`src/rbt_pkg.sv`:
```
package rbt_pkg;
  localparam int DATA_W      = 16;
  localparam int SHIFT_W     = 4;
  localparam int FIFO_DEPTH  = 16;
  localparam int FIFO_AW     = 4;
  // control word layout
  localparam int CTL_FUNC_LSB  = 0;
  localparam int CTL_RMASK_LSB = 4;
  localparam int CTL_LMASK_LSB = 8;
  localparam int CTL_SHIFT_LSB = 12;
  localparam int FIELD_W       = 4;
  localparam logic [15:0] CTL_RESET = 16'h0000;
  // controller register offsets
  localparam logic [3:0] REG_CTRL_WORD = 4'h0;
  localparam logic [3:0] REG_MODE      = 4'h1;
  localparam logic [3:0] REG_STROBE    = 4'h2;
  localparam logic [3:0] REG_DATA_OUT  = 4'h3;
  localparam logic [3:0] REG_PIXEL     = 4'h4;
  localparam logic [3:0] REG_RESULT    = 4'h5;
  localparam logic [3:0] REG_STATUS    = 4'h6;
  // strobe register bits
  localparam int STB_CRL  = 0;
  localparam int STB_DLL  = 1;
  localparam int STB_SRC  = 2;
  localparam int STB_SWAP = 3;
  localparam int STB_FWR  = 4;
  localparam int STB_FRD  = 5;
  localparam int STB_DOE  = 6;
  localparam int STB_POE  = 7;
  localparam int STB_LME  = 8;
  localparam int STB_RME  = 9;
  localparam int STB_W    = 10;
  // mode register bits
  localparam int MODE_LINE = 0;
  localparam int MODE_TCS  = 1;
endpackage

```
`src/rbt_link_if.sv`:
```
`timescale 1ns/1ps
interface rbt_link_if;
  import rbt_pkg::*;
  logic        line_mode;
  logic        single_clock_strap;
  logic        ctrl_reg_load;
  logic        data_latch_load;
  logic        source_path_enable;
  logic        swap_select;
  logic [3:0]  pixel_bit_select;
  logic        data_out_drive_n;
  logic        pixel_out_drive_n;
  logic [15:0] frame_data_to_dev;
  logic [15:0] frame_data_from_dev;
  logic        frame_data_oe;
  logic        pixel_to_dev;
  logic        pixel_from_dev;
  logic        pixel_oe;
  logic        fifo_ready;
  wire  [15:0] frame_data_port = frame_data_oe ? frame_data_from_dev : frame_data_to_dev;
  wire         pixel_io        = pixel_oe ? pixel_from_dev : pixel_to_dev;
  modport dev (
    input  line_mode, single_clock_strap, ctrl_reg_load, data_latch_load, source_path_enable,
    input  swap_select, pixel_bit_select, data_out_drive_n, pixel_out_drive_n,
    input  frame_data_to_dev, pixel_to_dev,
    output frame_data_from_dev, frame_data_oe, pixel_from_dev, pixel_oe, fifo_ready
  );
  modport ctl (
    output line_mode, single_clock_strap, ctrl_reg_load, data_latch_load, source_path_enable,
    output swap_select, pixel_bit_select, data_out_drive_n, pixel_out_drive_n,
    output frame_data_to_dev, pixel_to_dev,
    input  frame_data_from_dev, frame_data_oe, pixel_from_dev, pixel_oe, fifo_ready
  );
endinterface

```
`src/rbt_fifo.sv`:
```
`timescale 1ns/1ps
module rbt_fifo #(
  parameter int WIDTH = 16,
  parameter int DEPTH = 16,
  parameter int AW    = 4
) (
  input  wire logic             clk,
  input  wire logic             arst_n,
  input  wire logic             in_valid,
  output logic                  in_ready,
  input  wire logic [WIDTH-1:0] in_data,
  output logic                  out_valid,
  input  wire logic             out_ready,
  output logic      [WIDTH-1:0] out_data
);
  logic [WIDTH-1:0] mem_q [DEPTH];
  logic [AW-1:0]    wr_q, wr_d, rd_q, rd_d;
  logic [AW:0]      cnt_q, cnt_d;
  logic             push, pop;

  always_comb begin
    push  = in_valid && in_ready;
    pop   = out_valid && out_ready;
    wr_d  = push ? wr_q + 1'b1 : wr_q;
    rd_d  = pop ? rd_q + 1'b1 : rd_q;
    cnt_d = cnt_q + (AW+1)'(push) - (AW+1)'(pop);
  end

  always_ff @(posedge clk or negedge arst_n) begin
    if (!arst_n) begin
      wr_q  <= '0;
      rd_q  <= '0;
      cnt_q <= '0;
    end else begin
      wr_q  <= wr_d;
      rd_q  <= rd_d;
      cnt_q <= cnt_d;
    end
  end

  always_ff @(posedge clk) begin
    if (push) begin
      mem_q[wr_q] <= in_data;
    end
  end

  assign in_ready  = (cnt_q != (AW+1)'(DEPTH));
  assign out_valid = (cnt_q != '0);
  assign out_data  = mem_q[rd_q];
endmodule

```
`src/rbt_unit.sv`:
```
// Local design decisions: the register offsets and the strobed register port.
`timescale 1ns/1ps
module rbt_unit
  import rbt_pkg::*;
(
  input  wire logic CLOCK,
  input  wire logic ARST_N,
  rbt_link_if.dev   LINK
);
  // control and data input latches
  logic [15:0] ctl_q, ctl_d;
  logic [15:0] din_q, din_d;
  // source pipeline: barrel input latch and source data latch
  logic [15:0] barrel_q, barrel_d;
  logic [15:0] src_q, src_d;
  // combine stage
  logic [15:0] result_q, result_d;
  logic        pix_in_q, pix_in_d;
  // output drive stage
  logic        doe_q, doe_d;
  logic        poe_q, poe_d;
  logic        pout_q, pout_d;
  logic        strap_q, strap_d;
  // fifo side
  logic        fifo_wr, fifo_rd, fifo_in_ready, fifo_out_valid;
  logic [15:0] fifo_out;
  // datapath nets
  logic [31:0] shin;
  logic [15:0] shifted, lmask, rmask, mask, dest, fres;
  logic [3:0]  shamt, lm_cnt, rm_cnt, func, pix_sel;
  logic        block_mode, lme, rme;

  // sixteen two-operand functions: code is truth table over (s,d)
  function automatic logic [15:0] logic_fn(input logic [3:0] f, input logic [15:0] s, input logic [15:0] d);
    logic [15:0] r;
    r = '0;
    for (int i = 0; i < 16; i++) begin
      r[i] = f[{s[i], d[i]}];
    end
    return r;
  endfunction

  // left mask protects leading bits, right mask trailing bits
  function automatic logic [15:0] edge_mask(input logic [3:0] n, input logic left);
    logic [15:0] m;
    m = left ? (16'hffff >> n) : (16'hffff << n);
    return m;
  endfunction

  // mode decode and pin reuse
  // all four pixel address pins double as block-mode strobes
  always_comb begin
    block_mode = !LINK.line_mode;
    pix_sel    = LINK.pixel_bit_select;
    lme        = block_mode && LINK.pixel_bit_select[0];
    rme        = block_mode && LINK.pixel_bit_select[1];
    fifo_wr    = block_mode && LINK.pixel_bit_select[2];
    fifo_rd    = block_mode && LINK.pixel_bit_select[3];
  end

  // control word and data input latch
  always_comb begin
    ctl_d = ctl_q;
    din_d = din_q;
    if (LINK.ctrl_reg_load) begin
      ctl_d = LINK.frame_data_to_dev;
    end
    if (LINK.data_latch_load) begin
      din_d = LINK.frame_data_to_dev;
    end
  end

  always_ff @(posedge CLOCK or negedge ARST_N) begin
    if (!ARST_N) begin
      ctl_q <= CTL_RESET;
      din_q <= 16'h0000;
    end else begin
      ctl_q <= ctl_d;
      din_q <= din_d;
    end
  end

  // source pipeline, advanced only while the source path is enabled
  // barrel latch takes the word the source latch held
  always_comb begin
    barrel_d = barrel_q;
    src_d    = src_q;
    if (LINK.source_path_enable) begin
      barrel_d = src_q;
      src_d    = fifo_rd ? fifo_out : din_q;
    end
  end

  always_ff @(posedge CLOCK or negedge ARST_N) begin
    if (!ARST_N) begin
      barrel_q <= 16'h0000;
      src_q    <= 16'h0000;
    end else begin
      barrel_q <= barrel_d;
      src_q    <= src_d;
    end
  end

  // barrel shifter over the two pipeline words
  always_comb begin
    shin    = LINK.swap_select ? {src_q, barrel_q} : {barrel_q, src_q};
    shamt   = ctl_q[CTL_SHIFT_LSB +: FIELD_W];
    shifted = 16'(shin >> (16 - 32'(shamt)));
  end

  // write mask: one pixel in line mode, edge masks in block mode
  always_comb begin
    lm_cnt = ctl_q[CTL_LMASK_LSB +: FIELD_W];
    rm_cnt = ctl_q[CTL_RMASK_LSB +: FIELD_W];
    lmask  = edge_mask(lm_cnt, 1'b1);
    rmask  = edge_mask(rm_cnt, 1'b0);
    mask   = 16'hffff;
    if (LINK.line_mode) begin
      mask = 16'h8000 >> pix_sel;
    end else begin
      if (lme) begin
        mask = mask & lmask;
      end
      if (rme) begin
        mask = mask & rmask;
      end
    end
  end

  // combine stage
  // function code is a truth table indexed by {source, destination}
  always_comb begin
    func = ctl_q[CTL_FUNC_LSB +: FIELD_W];
    dest = din_q;
    if (LINK.line_mode) begin
      fres = logic_fn(func, {16{pix_in_q}}, dest);
    end else begin
      fres = logic_fn(func, shifted, dest);
    end
    result_d = (fres & mask) | (dest & ~mask);
    pix_in_d = LINK.line_mode ? LINK.pixel_to_dev : pix_in_q;
  end

  always_ff @(posedge CLOCK or negedge ARST_N) begin
    if (!ARST_N) begin
      result_q <= 16'h0000;
      pix_in_q <= 1'b0;
    end else begin
      result_q <= result_d;
      pix_in_q <= pix_in_d;
    end
  end

  // output drive stage
  // strap only registered: one clock serves both settings
  always_comb begin
    doe_d   = !LINK.data_out_drive_n;
    poe_d   = !LINK.pixel_out_drive_n && LINK.line_mode;
    pout_d  = result_d[4'hf - pix_sel];
    strap_d = LINK.single_clock_strap;
  end

  always_ff @(posedge CLOCK or negedge ARST_N) begin
    if (!ARST_N) begin
      doe_q   <= 1'b0;
      poe_q   <= 1'b0;
      pout_q  <= 1'b0;
      strap_q <= 1'b0;
    end else begin
      doe_q   <= doe_d;
      poe_q   <= poe_d;
      pout_q  <= pout_d;
      strap_q <= strap_d;
    end
  end

  rbt_fifo #(.WIDTH(DATA_W), .DEPTH(FIFO_DEPTH), .AW(FIFO_AW)) u_fifo (
    .clk       (CLOCK),
    .arst_n    (ARST_N),
    .in_valid  (fifo_wr),
    .in_ready  (fifo_in_ready),
    .in_data   (din_q),
    .out_valid (fifo_out_valid),
    .out_ready (fifo_rd),
    .out_data  (fifo_out)
  );

  assign LINK.frame_data_from_dev = result_q;
  assign LINK.frame_data_oe       = doe_q;
  assign LINK.pixel_from_dev      = pout_q;
  assign LINK.pixel_oe            = poe_q;
  assign LINK.fifo_ready          = fifo_in_ready;
endmodule

```
`src/flat_wrapper.sv`:
```
// flat-port wrapper written by rule: the top's interface ports become plain ports
module rbt_unit_flat import rbt_pkg::*;
  (CLOCK, ARST_N, LINK_line_mode, LINK_single_clock_strap, LINK_ctrl_reg_load, LINK_data_latch_load, LINK_source_path_enable, LINK_swap_select, LINK_pixel_bit_select, LINK_data_out_drive_n, LINK_pixel_out_drive_n, LINK_frame_data_to_dev, LINK_pixel_to_dev, LINK_frame_data_from_dev, LINK_frame_data_oe, LINK_pixel_from_dev, LINK_pixel_oe, LINK_fifo_ready);
  rbt_link_if LINK_i ();
  input  wire logic CLOCK;
  input  wire logic ARST_N;
  input wire logic [$bits(LINK_i.line_mode)-1:0] LINK_line_mode;
  input wire logic [$bits(LINK_i.single_clock_strap)-1:0] LINK_single_clock_strap;
  input wire logic [$bits(LINK_i.ctrl_reg_load)-1:0] LINK_ctrl_reg_load;
  input wire logic [$bits(LINK_i.data_latch_load)-1:0] LINK_data_latch_load;
  input wire logic [$bits(LINK_i.source_path_enable)-1:0] LINK_source_path_enable;
  input wire logic [$bits(LINK_i.swap_select)-1:0] LINK_swap_select;
  input wire logic [$bits(LINK_i.pixel_bit_select)-1:0] LINK_pixel_bit_select;
  input wire logic [$bits(LINK_i.data_out_drive_n)-1:0] LINK_data_out_drive_n;
  input wire logic [$bits(LINK_i.pixel_out_drive_n)-1:0] LINK_pixel_out_drive_n;
  input wire logic [$bits(LINK_i.frame_data_to_dev)-1:0] LINK_frame_data_to_dev;
  input wire logic [$bits(LINK_i.pixel_to_dev)-1:0] LINK_pixel_to_dev;
  output wire logic [$bits(LINK_i.frame_data_from_dev)-1:0] LINK_frame_data_from_dev;
  output wire logic [$bits(LINK_i.frame_data_oe)-1:0] LINK_frame_data_oe;
  output wire logic [$bits(LINK_i.pixel_from_dev)-1:0] LINK_pixel_from_dev;
  output wire logic [$bits(LINK_i.pixel_oe)-1:0] LINK_pixel_oe;
  output wire logic [$bits(LINK_i.fifo_ready)-1:0] LINK_fifo_ready;
  assign LINK_i.line_mode = LINK_line_mode;
  assign LINK_i.single_clock_strap = LINK_single_clock_strap;
  assign LINK_i.ctrl_reg_load = LINK_ctrl_reg_load;
  assign LINK_i.data_latch_load = LINK_data_latch_load;
  assign LINK_i.source_path_enable = LINK_source_path_enable;
  assign LINK_i.swap_select = LINK_swap_select;
  assign LINK_i.pixel_bit_select = LINK_pixel_bit_select;
  assign LINK_i.data_out_drive_n = LINK_data_out_drive_n;
  assign LINK_i.pixel_out_drive_n = LINK_pixel_out_drive_n;
  assign LINK_i.frame_data_to_dev = LINK_frame_data_to_dev;
  assign LINK_i.pixel_to_dev = LINK_pixel_to_dev;
  assign LINK_frame_data_from_dev = LINK_i.frame_data_from_dev;
  assign LINK_frame_data_oe = LINK_i.frame_data_oe;
  assign LINK_pixel_from_dev = LINK_i.pixel_from_dev;
  assign LINK_pixel_oe = LINK_i.pixel_oe;
  assign LINK_fifo_ready = LINK_i.fifo_ready;
  rbt_unit u_core (.CLOCK(CLOCK), .ARST_N(ARST_N), .LINK(LINK_i));
endmodule
```
`config.mk`:
```
export PLATFORM = sky130hd
export DESIGN_NAME = rbt_unit_flat
export DESIGN_NICKNAME = d
export VERILOG_FILES = /design/src/rbt_pkg.sv /design/src/rbt_link_if.sv /design/src/rbt_fifo.sv /design/src/rbt_unit.sv /design/src/flat_wrapper.sv
export SDC_FILE = /design/constraint.sdc
export NUM_CORES = 1
export LEC_CHECK = 0
export ABC_AREA = 1
export BUFFER_PORTS_ARGS = -buffer_cell sky130_fd_sc_hd__buf_2
export CAP_MARGIN = 40
export CORE_ASPECT_RATIO = 1.25
export CORE_MARGIN = 2
export CORE_UTILIZATION = 47
export CTS_BUF_LIST = sky130_fd_sc_hd__clkbuf_4 sky130_fd_sc_hd__clkbuf_8 sky130_fd_sc_hd__clkbuf_16
export DETAILED_ROUTE_END_ITERATION = 8
export GPL_TIMING_DRIVEN = 1
export PLACE_DENSITY = 0.65
export REMOVE_ABC_BUFFERS = 1
export SYNTH_ARGS = -nofsm -noshare
export SYNTH_HDL_FRONTEND = slang
export SYNTH_HIERARCHICAL = 1
export SYNTH_SLANG_ARGS = --single-unit
```
`constraint.sdc`:
```
create_clock -name CLOCK -period 2.6 [get_ports CLOCK]
set_clock_uncertainty 0.1 [all_clocks]
set_input_delay 0 -clock CLOCK [delete_from_list [all_inputs] [get_ports CLOCK]]
set_output_delay 0 -clock CLOCK [all_outputs]
set_load 0.02 [all_outputs]
```
==> run summary <==
The global-route wire length before repair is 84.79 mm, and the netlist area before placement is 18130 um^2. The vertical die dimension is 223.6 um, and the final-report max-slew violation count is 0. The core region is 38140 um^2.

The number of fillers in the final layout was 3393. The startpoint type of the worst setup path is a register. Count of endpoints failing setup in the final report: 0.

The total I/O pin count was 51. The per-cell routed wire length was 19.65 um; the slack of the critical path was 0.1033 ns. The run finished with clean final reports. TritonCTS built the clock tree.

The cell area power density came out at 895.8 nW/um^2. In this design, the largest share of critical-path delay is due to simple AND/OR/NAND/NOR gates. The fraction of final layout cells with drive strength greater than 1 works out to 0.1299. The slowest stage cell on the critical path is dfrtp_1.

The tools report the count of nets left with antenna violations after detail routing as 0. Entering global routing, the biggest net connects 111 pins. Fraction of registers with async set/reset: 0.2748. The number of clock sinks came out at 353. The library cell used most frequently in the layout, excluding fill and tap cells, is nand2_1. The starting utilization of the core area is 0.4755. The combined global-route utilization of all metal layers is 0.2740. For this run, design rule violations remaining after detail routing come to 0.

The logic depth of the worst register-to-register path works out to 18. In this run the power spent charging and discharging nets is 7.353 mW. The total congestion overflow is 0, and the pin slew with the least headroom to its limit is 0.7743 ns. The tools report the area of the die as 40180 um^2. The overall routed net length is 55.51 mm, and the number of port buffers is 49. The run gives 0.3332 as the global routing usage on met1.

The layer with the highest usage after global routing was met2. The detailed router placed 15350 vias in this run. The met3 global-route usage was 0.02878. Setup repair after global routing could not meet its margin everywhere. Power share of the combinational group: 0.357.

CTS placed an instance of clkbuf_16 at the clock tree root. For the initial detailed-routing violation count, the log shows 1277. Dividing the detail-routed via count by the number of cells gives 5.434. The tool flagged a number of max-cap violations equal to 0.

The post-synthesis average cell area works out to 8.380 um^2. The cell that appears most often on the critical path is nand2_1. In the final design database the tool counted 2347 nets. OpenSTA, run right after detailed placement, puts the worst setup slack at 0.02533 ns.

The clock edge transition at the registers on the reported setup and hold paths came out at 0.06 ns. The final hold violation count is 0. The HPWL after detailed placement is 37.01 mm.

Walking the worst path, the cells encountered are inv_2 > ha_4 > inv_4 > buf_12 > nand3_2 > buf_4 > nand3_1 > nand2_1 > nand2_1 > nand3_1 > nand2_2 > a21oi_1 > o21ai_0 > a21boi_1 > nand2_1 > nand2_1 > nand3_1 > nand2_1. The tools report the number of buffers inserted during clock tree synthesis as 37. In this run the static leakage power is 9.555 nW. Data on the critical path arrives at its endpoint at 2.88 ns. Counting buffers and inverters, the worst setup path is 18 cells deep.

The met2 usage was 0.4820. On the worst path, the slowest cell contributes a delay of 0.37 ns. Row generation in the floorplan step produced 80 rows.

The worst slew margin relative to its limit is 0.4838, and the final worst-path cycle share is 0.9603. The library cells used most frequently in the layout, excluding fill and tap cells, are 772 x nand2_1, 317 x nand3_1, 256 x edfxtp_1. The clock period minus final worst setup slack was 2.497 ns. The longest clock path from root to sink contains 3 buffers. The total internal power was 11.95 mW. The maximum fanout encountered on the critical timing path was 15; the placer congestion estimate was 0.9359. Across the VDD grid, the largest voltage drop is 0.5547 mV. The run gives 2 as the H-tree depth reported by CTS. The post-synthesis sequential element count was 353; the sequential-to-total area share from yosys stat was 0.5578. The sequential share of power was 0.364.

At the worst endpoint, the required time is 2.98 ns. The pre-antenna-repair detailed-routing pass consisted of 6 iterations. The count of flip-flops with a built-in enable after synthesis was 256; the cell count after synthesis was 2164.

The category of the worst setup path capture point was a register. The worst hold path passes through 7 cells. Part of the power in the clock network: 0.279.

The number of antenna violations at the first check in global routing came out at 0. The layout overhead on the synthesized area is 18.84%. The tools report the via count of the first global-routing pass as 14800. Counting both buffers and inverters, the worst setup path holds a total of 4.

For the distinct cell type count of the synthesized netlist, the log shows 41. The most used flip-flop cell after synthesis is edfxtp_1. The switching power share of the total was 0.3809; the number of antenna repair diodes was 0. For this run, the number of Yosys warnings is 6. The type of the worst setup path is register to register. From left edge to right edge, the die measures 179.7 um.

The later pin in the worst-skew pair is clocked with a latency of 0.55 ns. The logs give 19.30 mW for the total power and 400.5 MHz for the maximum clock frequency. The type of the most critical hold path was primary input to register.
-- synthesized netlist by cell type (all sizes together), types with 2 or more instances --
library cell | instances | area, um^2
a22oi | 8 | 60.06
a32oi | 5 | 43.79
dfrtp | 97 | 2427
xor2 | 7 | 80.08
clkbuf | 45 | 168.9
buf | 58 | 340.3
edfxtp | 256 | 7687
nor2 | 175 | 666.9
inv | 187 | 704.4
xnor2 | 4 | 42.55
a31oi | 23 | 143.9
ha | 12 | 150.1
a21boi | 13 | 97.60
o21ai | 89 | 445.4
nand2 | 779 | 2924
o22ai | 8 | 50.05
nand4 | 2 | 12.51
nand3 | 353 | 1772
clkinv | 2 | 7.510
a21oi | 22 | 110.1
mux2 | 11 | 123.9
-- final timing paths --
check                      slack [ns]                         end                     start
hold / removal                   0.02  u_core/LINK.pixel_from_dev  LINK_pixel_bit_select[1]
setup reg to reg                 0.10  u_core/LINK.pixel_from_dev          u_core/ctl_q[12]
max in group asynchronous        1.52             u_core/src_q[7]                    ARST_N
hold reg to reg                  0.41      u_core/u_fifo/cnt_q[0]    u_core/u_fifo/cnt_q[0]
setup / recovery                 0.10  u_core/LINK.pixel_from_dev          u_core/ctl_q[12]
min in group asynchronous        0.53          u_core/barrel_q[2]                    ARST_N
-- through the flow --
| stage | cells | utilization | hold WS [ns] | TNS (ns) | area (um^2) |
|---|---|---|---|---|---|
| after global placement | 2712 | 0.5131 | -0.1403 | 0 | 19570 |
| after detailed placement | 2712 | 0.5131 | -0.1367 | 0 | 19570 |
| after global routing | 2824 | 0.5651 | 0.02477 | -0.05143 | 21550 |
| after CTS | 2819 | 0.5562 | 0.005427 | 0 | 21210 |
| final | 2824 | 0.5651 | 0.01783 | 0 | 21550 |
| after floorplan | 2061 | - | -0.3956 | -52.98 | 17620 |
-- tightest hold or removal path, delay by kind of cell --
| kind | cells | cell delay, ns |
|---|---|---|
| and+or+nand+nor | 5 | 0.32 |
| buffers and inverters | 2 | 0.31 |
-- power groups by stage --
stage	sequential [mW]	clock (mW)	combinational, mW
2_1_floorplan	7.38	0	3.82
3_3_place_gp	7.11	0	6.48
3_5_place_dp	7.13	0	6.59
4_1_cts	7.02	5.46	6.68
5_1_grt	7.08	5.69	7.65
6_report	7.03	5.39	6.88
-- area by class of cell --
type / count / area (um^2) / area share
multi-input cells: 1519 / 7024 / 0.3259
repair buffers: 203 / 1833 / 0.08506
flip-flops and latches: 353 / 10120 / 0.4695
clock buffers: 45 / 1028 / 0.04772
inverters: 189 / 714.4 / 0.03315
clock inverters: 23 / 216.5 / 0.01004
well taps: 492 / 615.6 / 0.02856
-- cells by family after synthesis --
kind of cell,share of synthesized area
AOI/OAI and AO/OA,0.05423
DFF,0.5578
adders and majority gates,0.009384
and+or+nand+nor,0.2971
muxes,0.007383
xor gates and xnor gates,0.006763
buffers and inverters,0.06734
-- sequential cells by signal, indices dropped and copies added (netlist names), 4 cells and up --
register	flops
u_core/u_fifo/mem_q	256
u_core/LINK.frame_data_from_dev	16
u_core/barrel_q	16
u_core/ctl_q	16
u_core/dest	16
u_core/src_q	16
u_core/u_fifo/cnt_q	5
u_core/u_fifo/rd_q	4
u_core/u_fifo/wr_q	4
-- routing by layer --
layer | routed length [um] | share of wire
met5 | 0 | 0
met4 | 3106 | 0.056
met3 | 2820 | 0.051
met2 | 27680 | 0.50
met1 | 21900 | 0.39
-- timing repair --
action,4_1_cts,5_1_grt
setup buffers,0,2
setup endpoints to repair,0,4
hold buffers,39,0
hold endpoints to repair,157,0
resized for setup,0,59
Note: power is estimated with default switching activity, not from simulation.
